[src/hdl/tars_pkg.sv]
package tars_pkg;
   // ---------------------------------------------------------------
   // timing
   // ---------------------------------------------------------------
   localparam int unsigned CLK_HZ = 10_000_000;
   localparam int unsigned TRIP_FREE_MIN = 10;
   localparam int unsigned TICK_HZ = 1;
   localparam int unsigned TICK_DIV = CLK_HZ / TICK_HZ;
   localparam int unsigned TRIP_FREE_S = TRIP_FREE_MIN * 60;
   // ---------------------------------------------------------------
   // settings
   // ---------------------------------------------------------------
   localparam int unsigned NUM_TRIPS = 16;
   localparam logic [3:0] LIMIT_MAX = 4'ha;
   localparam logic [3:0] LIMIT_RST = 4'h0;
   localparam logic [2:0] SEL_COM = 3'h5;
   localparam logic [2:0] SEL_INPUT_PIN_SELECTION = 3'h4;
   localparam logic [2:0] SEL_OPTION = 3'h6;
   localparam logic [2:0] FB_INPUT_PIN_SELECTION = 3'h4;
   localparam logic [2:0] FB_KEEP = 3'h5;
   localparam logic [2:0] FB_RST = 3'h5;
   localparam logic COPY_ALL = 1'b1;
   localparam logic [4:0] LOAD_NONE = 5'h00;
   localparam logic [4:0] LOAD_SET_HI = 5'h04;
   localparam logic [4:0] LOAD_ABCD = 5'h05;
   localparam logic [4:0] LOAD_SETMOT_LO = 5'h06;
   localparam logic [4:0] LOAD_SETMOT_HI = 5'h09;
   localparam logic [4:0] LOAD_ABCD_MOT = 5'h0a;
   localparam logic [4:0] LOAD_MOT_LO = 5'h0b;
   localparam logic [4:0] LOAD_MOT_HI = 5'h0e;
   localparam logic [4:0] LOAD_ALL_MOT = 5'h0f;
   localparam logic [4:0] LOAD_ALL = 5'h10;
endpackage : tars_pkg

[src/hdl/tars_sync.sv]
`timescale 1ns/100ps
`default_nettype none
// three-stage synchroniser: output changes once stages two and three agree
module tars_sync #(
   parameter int unsigned W = 1
) (
   input wire logic clock,
   input wire logic srst,
   input wire logic [W-1:0] d,
   output logic [W-1:0] q
);
   typedef struct packed {
      logic [W-1:0] s1;
      logic [W-1:0] s2;
      logic [W-1:0] s3;
      logic [W-1:0] q;
   } tars_sync_s;
   tars_sync_s st_r, st_nxt;
   always_comb begin
      st_nxt = st_r;
      st_nxt.s1 = d;
      st_nxt.s2 = st_r.s1;
      st_nxt.s3 = st_r.s2;
      for (int i = 0; i < W; i++) begin
         if (st_r.s2[i] == st_r.s3[i]) begin
            st_nxt.q[i] = st_r.s3[i];
         end
      end
   end
   always_ff @(posedge clock) begin
      if (srst) begin
         st_r <= '0;
      end else begin
         st_r <= st_nxt;
      end
   end
   assign q = st_r.q;
endmodule : tars_sync
`default_nettype wire

[src/hdl/tars_delay.sv]
`timescale 1ns/100ps
`default_nettype none
// per-trip delay timer: counts ticks once the fault condition is gone
module tars_delay #(
   parameter int unsigned DW = 12
) (
   input wire logic clock,
   input wire logic srst,
   input wire logic tick,
   input wire logic tripped,
   input wire logic cond_active,
   input wire logic [DW-1:0] delay_s,
   output logic expired
);
   typedef struct packed {
      logic [DW-1:0] cnt;
      logic done;
   } tars_delay_s;
   tars_delay_s st_r, st_nxt;
   always_comb begin
      st_nxt = st_r;
      if (!tripped || cond_active) begin
         st_nxt.cnt = '0;
         st_nxt.done = 1'b0;
      end else if (delay_s == '0) begin
         st_nxt.done = 1'b0;
      end else if (tick && !st_r.done) begin
         st_nxt.cnt = st_r.cnt + 1'b1;
         if (st_nxt.cnt >= delay_s) begin
            st_nxt.done = 1'b1;
         end
      end
   end
   always_ff @(posedge clock) begin
      if (srst) begin
         st_r <= '0;
      end else begin
         st_r <= st_nxt;
      end
   end
   assign expired = st_r.done;
endmodule : tars_delay
`default_nettype wire

[src/hdl/tars_top.sv]
`timescale 1ns/100ps
`default_nettype none
// Contract
// [RULE_01] nonzero limit 1..10 enables automatic reset
// [RULE_02] restart only when all conditions are normal
// [RULE_03] counter above limit aborts automatic resetting
// [RULE_04] ten trip-free minutes decrement the counter
// [RULE_05] exhausted limit marks the trip log entry
// [RULE_06] reset-input low-then-high zeroes counter, re-arms
// [RULE_07] remote reset input held high enables autoreset
// [RULE_08] only enabled trips, after their delay expires
// [RULE_09] automatic reset waits for remaining ramp time
// [RULE_10] per trip choose coast or ramp stop
// [RULE_11] start ignored during panel copy or load
// [RULE_12] copy command: 0 none, 1 all
// [RULE_13] load selector codes 0 to 16
// [RULE_14] loaded sets keep their own letters
// [RULE_15] panel transfers leave speed reference alone
// [RULE_16] comm fault switches to fallback set code
// [RULE_17] fallback output flags comm-caused set change
// [RULE_18] fallback active only with serial set select
// [RULE_19] set selector codes 0 to 6
// [RULE_20] trip-free interval from prescaled clock counter
module tars_top
   import tars_pkg::*;
#(
   parameter int unsigned N = tars_pkg::NUM_TRIPS,
   parameter int unsigned DW = 12,
   parameter int unsigned TICK_CYCLES = tars_pkg::TICK_DIV,
   parameter int unsigned FREE_TICKS = tars_pkg::TRIP_FREE_S
) (
   input wire logic clock,
   input wire logic srst,
   input wire logic [N-1:0] trip_active,
   input wire logic [N-1:0] autoreset_enable,
   input wire logic [N-1:0] decel_select,
   input wire logic [N*DW-1:0] trip_delay_s,
   input wire logic [3:0] autoreset_attempt_limit,
   input wire logic remote_reset_pin,
   input wire logic manual_reset,
   input wire logic ramp_busy,
   input wire logic start_request,
   input wire logic panel_copy_command,
   input wire logic [4:0] panel_load_select,
   input wire logic panel_busy,
   input wire logic [2:0] set_select,
   input wire logic [2:0] comm_fault_fallback_set,
   input wire logic [1:0] input_pin_selection,
   input wire logic [1:0] serial_set,
   input wire logic [1:0] option_set,
   input wire logic comm_error,
   input wire logic comm_mode_change_set,
   output logic tripped,
   output logic coast_stop,
   output logic ramp_stop,
   output logic autoreset_pulse,
   output logic autoreset_exhausted,
   output logic log_mark_a,
   output logic [3:0] trip_count,
   output logic start_cmd,
   output logic panel_copy_start,
   output logic panel_load_start,
   output logic [3:0] load_set_mask,
   output logic [3:0] load_motor_mask,
   output logic speed_ref_hold,
   output logic [1:0] active_set,
   output logic comm_fallback_active
);
   // ---------------------------------------------------------------
   // state
   // ---------------------------------------------------------------
   typedef enum {ST_RUN, ST_TRIP, ST_WAIT_RAMP} tars_mode_e;
   typedef struct packed {
      tars_mode_e mode;
      logic [31:0] pre;
      logic [15:0] free;
      logic [3:0] cnt;
      logic rr_prev;
      logic rr_low_seen;
      logic exhausted;
      logic mark;
      logic ar_pulse;
      logic coast;
      logic ramp;
      logic start;
      logic copy_go;
      logic load_go;
      logic [3:0] smask;
      logic [3:0] mmask;
      logic hold;
      logic [1:0] set;
      logic [1:0] set_before;
      logic fb;
      logic [N-1:0] latched;
   } tars_state_s;
   tars_state_s st_r, st_nxt;

   logic rr_sync;
   logic [N-1:0] expired;
   logic tick;
   logic any_trip;

   // ---------------------------------------------------------------
   // helpers
   // ---------------------------------------------------------------
   function automatic logic [3:0] set_onehot(input logic [4:0] code);
      logic [3:0] m;
      m = '0;
      m[2'(code - 5'h01)] = 1'b1;
      return m;
   endfunction : set_onehot

   function automatic logic [1:0] set_pick(input logic [2:0] code, input logic [1:0] pin_set,
                                           input logic [1:0] ser, input logic [1:0] opt,
                                           input logic [1:0] cur);
      logic [1:0] r;
      r = cur;
      if (code < SEL_INPUT_PIN_SELECTION) begin
         r = code[1:0];
      end else if (code == SEL_INPUT_PIN_SELECTION) begin
         r = pin_set;
      end else if (code == SEL_COM) begin
         r = ser;
      end else if (code == SEL_OPTION) begin
         r = opt;
      end
      return r;
   endfunction : set_pick

   tars_sync #(.W(1)) u_rr_sync (
      .clock(clock),
      .srst(srst),
      .d(remote_reset_pin),
      .q(rr_sync)
   );

   // ---------------------------------------------------------------
   // per-trip delay timers
   // ---------------------------------------------------------------
   for (genvar g = 0; g < N; g++) begin : g_dly
      tars_delay #(.DW(DW)) u_dly (
         .clock(clock),
         .srst(srst),
         .tick(tick),
         .tripped(st_r.latched[g]),
         .cond_active(trip_active[g]),
         .delay_s(trip_delay_s[g*DW +: DW]),
         .expired(expired[g])
      );
   end

   assign tick = (st_r.pre == 32'(TICK_CYCLES - 1)); // [RULE_20]
   assign any_trip = |(trip_active & ~st_r.latched);

   // ---------------------------------------------------------------
   // next state
   // ---------------------------------------------------------------
   always_comb begin
      logic enabled;
      logic all_ok;
      logic new_trip;
      logic first_dec;
      enabled = 1'b0;
      all_ok = 1'b0;
      new_trip = 1'b0;
      first_dec = 1'b0;
      st_nxt = st_r;
      st_nxt.ar_pulse = 1'b0;
      st_nxt.copy_go = 1'b0;
      st_nxt.load_go = 1'b0;
      st_nxt.rr_prev = rr_sync;
      st_nxt.pre = tick ? '0 : st_r.pre + 32'h1; // [RULE_20]
      // autoreset enabled only with input high and a nonzero limit
      enabled = rr_sync && (autoreset_attempt_limit != 4'h0)
                && (autoreset_attempt_limit <= LIMIT_MAX); // [RULE_01] [RULE_07]
      new_trip = any_trip;
      st_nxt.latched = st_r.latched | trip_active;
      // ---------------------------------------------------------------
      // trip-free decay of the hidden counter
      // ---------------------------------------------------------------
      if (new_trip) begin
         st_nxt.free = '0; // [RULE_20]
      end else if (tick) begin
         if (st_r.free >= 16'(FREE_TICKS)) begin
            st_nxt.free = '0; // [RULE_20]
            first_dec = 1'b1;
         end else begin
            st_nxt.free = st_r.free + 16'h1;
         end
      end
      if (new_trip && st_r.cnt != 4'hf) begin
         st_nxt.cnt = st_r.cnt + 4'h1;
      end else if (first_dec && st_r.cnt != 4'h0) begin
         st_nxt.cnt = st_r.cnt - 4'h1; // [RULE_04]
      end
      // ---------------------------------------------------------------
      // falling then rising edge of the remote reset input re-arms
      // ---------------------------------------------------------------
      if (!rr_sync && st_r.rr_prev) begin
         st_nxt.rr_low_seen = 1'b1;
      end
      if (rr_sync && !st_r.rr_prev && st_r.rr_low_seen) begin
         st_nxt.cnt = '0; // [RULE_06]
         st_nxt.exhausted = 1'b0;
         st_nxt.mark = 1'b0;
         st_nxt.rr_low_seen = 1'b0;
      end
      if (new_trip && enabled && st_r.cnt >= autoreset_attempt_limit) begin
         st_nxt.exhausted = 1'b1; // [RULE_03]
         st_nxt.mark = 1'b1; // [RULE_05]
      end
      // ---------------------------------------------------------------
      // stop style chosen per trip
      // ---------------------------------------------------------------
      if (new_trip) begin
         st_nxt.coast = |(trip_active & ~decel_select); // [RULE_10]
         st_nxt.ramp = ~st_nxt.coast; // [RULE_10]
      end
      // ---------------------------------------------------------------
      // trip recovery
      // ---------------------------------------------------------------
      all_ok = (trip_active == '0)
               && ((st_r.latched & ~(autoreset_enable & expired)) == '0); // [RULE_02] [RULE_08]
      case (st_r.mode)
         ST_RUN: begin
            if (new_trip) begin
               st_nxt.mode = ST_TRIP;
            end
         end
         ST_TRIP: begin
            if (manual_reset && trip_active == '0) begin
               st_nxt.mode = ST_RUN; // [RULE_06]
               st_nxt.latched = '0;
               st_nxt.coast = 1'b0;
               st_nxt.ramp = 1'b0;
            end else if (enabled && !st_r.exhausted && all_ok
                         && st_r.cnt <= autoreset_attempt_limit) begin // [RULE_03]
               st_nxt.mode = ST_WAIT_RAMP; // [RULE_02]
            end
         end
         ST_WAIT_RAMP: begin
            // a fault that returns during the ramp wait cancels the restart
            if (new_trip || !enabled || st_r.exhausted || !all_ok) begin
               st_nxt.mode = ST_TRIP; // [RULE_02]
            end else if (!ramp_busy) begin
               st_nxt.mode = ST_RUN; // [RULE_09]
               st_nxt.ar_pulse = 1'b1;
               st_nxt.latched = '0;
               st_nxt.coast = 1'b0;
               st_nxt.ramp = 1'b0;
            end
         end
         default: begin
            st_nxt.mode = ST_RUN;
         end
      endcase
      // ---------------------------------------------------------------
      // panel transfers
      // ---------------------------------------------------------------
      st_nxt.hold = panel_busy; // [RULE_15]
      if (!panel_busy && panel_copy_command == COPY_ALL) begin
         st_nxt.copy_go = 1'b1; // [RULE_12]
      end
      if (!panel_busy && panel_load_select != LOAD_NONE && panel_load_select <= LOAD_ALL) begin
         st_nxt.load_go = 1'b1;
         st_nxt.smask = '0;
         st_nxt.mmask = '0;
         if (panel_load_select <= LOAD_SET_HI) begin
            st_nxt.smask = set_onehot(panel_load_select); // [RULE_13] [RULE_14]
         end else if (panel_load_select == LOAD_ABCD) begin
            st_nxt.smask = 4'hf; // [RULE_13]
         end else if (panel_load_select <= LOAD_SETMOT_HI) begin
            st_nxt.smask = set_onehot(5'(panel_load_select - LOAD_ABCD)); // [RULE_13]
            st_nxt.mmask = 4'hf;
         end else if (panel_load_select == LOAD_ABCD_MOT) begin
            st_nxt.smask = 4'hf; // [RULE_13]
            st_nxt.mmask = 4'hf;
         end else if (panel_load_select <= LOAD_MOT_HI) begin
            st_nxt.mmask = set_onehot(5'(panel_load_select - LOAD_ABCD_MOT)); // [RULE_13]
         end else begin
            st_nxt.mmask = 4'hf; // [RULE_13]
            if (panel_load_select == LOAD_ALL) begin
               st_nxt.smask = 4'hf;
            end
         end
      end
      // ---------------------------------------------------------------
      // start gating
      // ---------------------------------------------------------------
      // a launched transfer blocks start until the panel reports busy
      st_nxt.start = start_request && !panel_busy && !st_nxt.copy_go
                     && !st_nxt.load_go && !st_r.copy_go && !st_r.load_go
                     && st_r.mode == ST_RUN; // [RULE_11]
      // ---------------------------------------------------------------
      // parameter set selection and comm-fault fallback
      // ---------------------------------------------------------------
      if (comm_error && comm_mode_change_set && set_select == SEL_COM) begin // [RULE_18]
         if (!st_r.fb) begin
            st_nxt.set_before = st_r.set;
         end
         if (comm_fault_fallback_set < FB_INPUT_PIN_SELECTION) begin
            st_nxt.set = comm_fault_fallback_set[1:0]; // [RULE_16]
         end else if (comm_fault_fallback_set == FB_INPUT_PIN_SELECTION) begin
            st_nxt.set = input_pin_selection; // [RULE_16]
         end
         st_nxt.fb = (comm_fault_fallback_set != FB_KEEP)
                     && (st_nxt.set != (st_r.fb ? st_r.set_before : st_r.set)); // [RULE_17]
      end else begin
         st_nxt.fb = 1'b0;
         st_nxt.set = set_pick(set_select, input_pin_selection, serial_set, option_set,
                               st_r.set); // [RULE_19]
      end
   end

   // ---------------------------------------------------------------
   // registers
   // ---------------------------------------------------------------
   always_ff @(posedge clock) begin
      if (srst) begin
         st_r <= '{mode: ST_RUN, default: '0};
      end else begin
         st_r <= st_nxt;
      end
   end

   // ---------------------------------------------------------------
   // outputs
   // ---------------------------------------------------------------
   assign tripped = (st_r.mode != ST_RUN);
   assign coast_stop = st_r.coast;
   assign ramp_stop = st_r.ramp;
   assign autoreset_pulse = st_r.ar_pulse;
   assign autoreset_exhausted = st_r.exhausted;
   assign log_mark_a = st_r.mark;
   assign trip_count = st_r.cnt;
   assign start_cmd = st_r.start;
   assign panel_copy_start = st_r.copy_go;
   assign panel_load_start = st_r.load_go;
   assign load_set_mask = st_r.smask;
   assign load_motor_mask = st_r.mmask;
   assign speed_ref_hold = st_r.hold;
   assign active_set = st_r.set;
   assign comm_fallback_active = st_r.fb;
endmodule : tars_top
`default_nettype wire

[config.mk]
export PLATFORM = sky130hd
export DESIGN_NAME = tars_top
export DESIGN_NICKNAME = d
export VERILOG_FILES = /design/src/hdl/tars_pkg.sv /design/src/hdl/tars_sync.sv /design/src/hdl/tars_delay.sv /design/src/hdl/tars_top.sv
export SDC_FILE = /design/constraint.sdc
export NUM_CORES = 1
export LEC_CHECK = 0
export ABC_AREA = 1
export BUFFER_PORTS_ARGS = -buffer_cell sky130_fd_sc_hd__buf_4
export CORE_MARGIN = 2
export CORE_UTILIZATION = 54
export CTS_CLUSTER_DIAMETER = 150
export CTS_CLUSTER_SIZE = 16
export DETAILED_ROUTE_END_ITERATION = 12
export GPL_ROUTABILITY_DRIVEN = 0
export MAX_ROUTING_LAYER = met4
export PLACE_DENSITY_LB_ADDON = 0.15
export REMOVE_ABC_BUFFERS = 1
export SLEW_MARGIN = 20
export SYNTH_ARGS = -nofsm -noshare
export SYNTH_HDL_FRONTEND = slang
export SYNTH_HIERARCHICAL = 1
export SYNTH_SLANG_ARGS = --single-unit
[constraint.sdc]
create_clock -name clock -period 2.4 [get_ports clock]
set_clock_uncertainty 0.1 [all_clocks]
set_input_delay 0.36 -clock clock [delete_from_list [all_inputs] [get_ports clock]]
set_output_delay 0.36 -clock clock [all_outputs]
set_load 0.01 [all_outputs]
After elaboration in Yosys (flattened, before gate mapping)

Index checks and enable logic that the tools add are counted.

Bits in registers: 336
Output and inout port bits: 25
Logic and storage cells: 412

Add/subtract/negate cells: 25
Order comparisons: 32
Eq/ne operators: 17
Muxes and demuxes: 49
Bitwise gates (word level): 27
Reductions and logical operators: 205

Operators by type and width:

| kind                    | number |
|---|---|
| $add A12 B1 Y12 const B | 16 |
| $ge A12 B12 Y1          | 16 |
| $logic_not A12 Y1       | 16 |
| $mux W32                | 5 |
| $pmux W32 S3            | 1 |
| $and A16 B16 Y16        | 4 |
| $logic_not A32 Y1       | 2 |
| $mux W16                | 4 |
| $reduce_and A2 Y1       | 32 |
| $reduce_or A3 Y1        | 17 |
| $not A16 Y16            | 3 |
| $logic_and A1 B1 Y1     | 45 |
| $logic_not A1 Y1        | 42 |
| $reduce_or A2 Y1        | 19 |
| $mux W4                 | 9 |
| $add A32 B1 Y32 const B | 1 |
| $eq A32 B1 Y1 const B   | 1 |
| $eq A32 B2 Y1 const B   | 1 |
| $eq A32 B24 Y1 const B  | 1 |
| $logic_not A16 Y1       | 2 |
| $pmux W16 S2            | 1 |
| $reduce_bool A32 Y1     | 1 |
| $reduce_or A16 Y1       | 2 |
| $mux W2                 | 14 |
| other kinds (38)        | 100 |

Logic depth before layout (Yosys ltp)

Word-level depth: 17
Depth in mapped cells: 18

Cells and area by module

The synthesis kept the hierarchy.

Modules (own cells, without submodules):

| module     | times used | cells each | area an instance (µm²) | seq. area each (µm²) |
|---|---|---|---|---|
| tars_delay | 16         | 192        | 1,158.6                | 260.2 |
| tars_top   | 1          | 845        | 5,459.0                | 1,861.8 |
| tars_sync  | 1          | 13         | 121.4                  | 80.1 |

Least setup slack after synthesis

Ideal clock, no wire load.

Path type: flip-flop to flip-flop
From: reg st_r[60] (netlist name)
To: reg g_dly[0].u_dly/st_r[3] (netlist name)
Data arrival time: 2,189 ps
Data required time: 2,185 ps
Slack: -4 ps
Cell stages (with the launch flop): 12
Clock period less this slack: 2,404 ps
Cell sequence: dfxtp_1 > ha_1 > nand3_2 > nor2_2 > nand3_1 > nor2_4 > inv_1 > nor2_1 > nand2_1 > buf_4 > o21ai_1 > nor2_1

RTL lines:

| what                 | RTL line         | source |
|---|---|---|
| to (signal assigned) | tars_delay.sv:38 | `st_r <= st_nxt;` |
| to (decl)            | tars_delay.sv:19 | `tars_delay_s st_r, st_nxt;` |

Worst setup path in the final report

From: in trip_active[7]
To: reg st_r (netlist bit trip_count[3])

Word-level cells in the longest chain between the ends: 5

RTL lines:

| what                                | RTL line        | source |
|---|---|---|
| from (decl)                         | tars_top.sv:34  | `input wire logic [N-1:0] trip_active,` |
| $and A16 B16 Y16 (*)                | tars_top.sv:153 | `assign any_trip = \|(trip_active & ~st_r.latched);` |
| $reduce_or A16 Y1 (*)               | tars_top.sv:153 |  |
| $mux W1                             | tars_top.sv:181 | `if (new_trip) begin` |
| $logic_and A1 B1 Y1                 | tars_top.sv:193 | `end else if (first_dec && st_r.cnt != 4'h0) begin` |
| $reduce_bool A2 Y1 (no source line) | n/a             |  |
| to (signal assigned)                | tars_top.sv:322 | `st_r <= st_nxt;` |
| to (decl)                           | tars_top.sv:96  | `tars_state_s st_r, st_nxt;` |

Mark *: on every way between the ends. The rest lies on a longest branch, timed or not.
A chain may end at the register's enable or synchronous reset.

==> metrics.md <==
| Metric | Value |
|---|---|
| Number of global-route vias before repair | `21700` |
| Clock transition at path regs | `0.08 ns` |
| Post-route DRC violation count | `0` |
| Outcome | `finished clean` |
| CTS tree | `yes` |
| Share of cells above drive strength 1 | `14.3%` |
| Max-cap violation count | `0` |
| Nature of the critical path endpoint | `flip-flop` |
| Final instance area | `~28000 um2` |
| Final hold vios | `0` |
| Max incr delay on CP | `0.60 ns` |
| Standard-cell row count | `between 70 and 80` |
| Post-layout util | `64.3%` |
| Die area | `46400 um2` |
| Yosys reg bits | `305` |
| Post-Place Cell Area | `approximately 27000 um2` |
| Largest net degree at the start of global routing | `33` |
| Clk sink count | `305` |
| PortBufs | `295` |
| Vias/cell | `between 4 and 5` |
| Pre-CTS setup slack | `0.0670 ns` |
| Post-synth EDFFs | `0` |
| Initial Util | `between 50% and 60%` |
| Placed wire-length estimate | `48900 um` |
| Critical path launch point type | `input port` |
| Design Power | `10.8 mW` |
| Critical Path RT | `about 2.8 ns` |
| Path depth of the worst reg2reg path | `17` |
| Nets | `roughly 4800` |
| Post-route insts no fill | `roughly 4900` |
| Critical path's slowest cell | `dlygate4sd3_1` |
| Crit path arrival time | `between 2 and 3 ns` |
| Slew Viols, Final | `0` |
| CP Cell Sequence | `dlygate4sd3_1 -> buf_4 -> nand2_1 -> nand2_1 -> nor2_2 -> nand2_2 -> o21ai_4 -> ha_4 -> nand2_1 -> nand2_1 -> a31oi_1 -> nand3_1 -> nand2_1 -> inv_1 -> nand2_2 -> nand2_1 -> nand2_1 -> nor2_1` |
| Worst slew pin tran | `0.545 ns` |
| Num CTS Buffers | `23` |
| Die W | `about 220 um` |
| Wire per inst | `12.7 um` |
| Syn Inst Count | `3930` |
| Seq/Total Area, Yosys | `roughly 25%` |
| Most frequent cells in the layout | `nand2_1, inv_1, nor2_1` |
| Min Tclk post-route | `2.32 ns` |
| Grt ovf | `0` |
| Fmax | `0.431 GHz` |
| DR vias | `23700` |
| Static leakage | `around 15 nW` |
| CTS Root Cell | `clkbuf_16` |
| Clk buf depth | `3` |
| Die Height | `215 um` |
| Area growth syn-to-layout | `17.6%` |
| Crit Path Category | `input port to flip-flop` |
| DRT iter0 DRCs | `1351` |
| Asr flop ratio synth | `0%` |
| Pwr per Cell Area | `382 nW/um2` |
| Worst setup slack after layout | `about 0.082 ns` |
| Placed insts | `4834` |
| Max FO, Critical Path | `4` |
| Max_slew headroom | `a little under two thirds` |
| Worst Hold Depth | `3` |
| DRT Pass-1 Iters | `7` |
| Worst skew pair latency | `0.56 ns` |
| Antenna viol nets, final | `0` |
| Initial antenna violation count | `3` |
| First-pass GRT wire length | `roughly 100000 um` |
| Commonest non-fill, non-tap cell in the layout | `nand2_1` |
| Average size of a mapped cell | `6.14 um2` |
| CORE AREA | `44100 um2` |
| Synth cell types | `46` |
| Post-Syn Area | `24100 um2` |
| Tcrit/Tclk final | `96.6%` |
| Yosys warnings | `6` |
| Hold Path Class | `input port to flip-flop` |
| Most frequent CP cell | `nand2_1` |
| WHS | `0.0258 ns` |
| WL final | `61800 um` |
| Final setup viols | `0` |
| Ports | `296` |
| Tot GR Track Use | `26.7%` |
| Primary FF master, synth | `dfxtp_1` |
| H-tree Lvls | `1` |
| TNS Setup | `0 ns` |
| Peak supply drop | `roughly 0.36 mV` |
## what timing repair did
action	CTS	global route
hold buffers	18	0
resized for setup	0	89
buffers inserted	0	6
endpoints found under the hold margin	20	0
endpoints found under the setup margin	0	63
## cell families after synthesis
family,share of synthesized area [%]
adders and majority gates,11.5
AOI/OAI and AO/OA,7.13
buffers and inverters,13.5
and+or+nand+nor,38.8
DFF,25.3
xor gates and xnor gates,3.66
## cells in the mapped netlist (20+ instances only)
library cell     n  area (um2)
a21oi_1        187         936
buf_2           20         100
buf_4           32         240
dfxtp_1        305        6110
ha_1           221        2770
inv_1          695        2610
nand2_1       1212        4550
nand3_1        169         846
nand4_1         67         419
nor2_1         569        2140
nor2_2          42         263
nor2_4          20         225
nor3_1          40         200
nor3_2          20         200
o21ai_0         49         245
o21ai_1         49         245
xor2_1          70         613
## registers in the layout (all words and copies together) (netlist names), 2 cells and up
signal,count
g_dly.u_dly/expired,16
load_motor_mask,4
g_dly.u_dly/st_r,192
st_r,70
active_set,2
load_set_mask,4
trip_count,4
u_rr_sync/st_nxt,2
## layer usage
metal | up-vias | global-route usage (%) | part of all wire, %
met5 | - | - | 0
met4 | 0 | 5.10 | 1.8
met3 | 78 | 4.03 | 4.8
met2 | 426 | 46.7 | 48
met1 | 10400 | 32.7 | 46
li1 | 12800 | - | -
## area by class of cell
type	count	area, um2
tap	592	741
clock buffer	24	579
clock inverter	2	25.0
antenna	3	7.51
multi-input combinational	2838	15000
sequential	305	6150
inverter	717	2690
timing repair buffer	407	3160
fill	4379	15800
## worst paths after layout
check,slack [ns],to,from
worst max register to register,0.18,trip_count[3],st_r[5]
worst min-delay path,0.03,st_r[14],trip_active[14]
worst min register to register,0.32,u_rr_sync/st_nxt[1],u_rr_sync/st_nxt[2]
worst max-delay path,0.08,trip_count[3],trip_active[7]
## power breakdown
group / internal [mW] / leakage (nW) / total [mW] / switching, mW
clock: 1.73 / 0.296 / 3.65 / 1.92
sequential: 5.21 / 2.48 / 5.32 / 0.108
combinational: 0.815 / 12.5 / 1.87 / 1.06
## worst max-delay path, delay by kind of cell
family	cells	cell delay, ns
and+or+nand+nor	12	0.88
buffers and inverters	3	0.81
AOI/OAI and AO/OA	2	0.39
adders and majority gates	1	0.23
(Power assumes the default switching activity.)
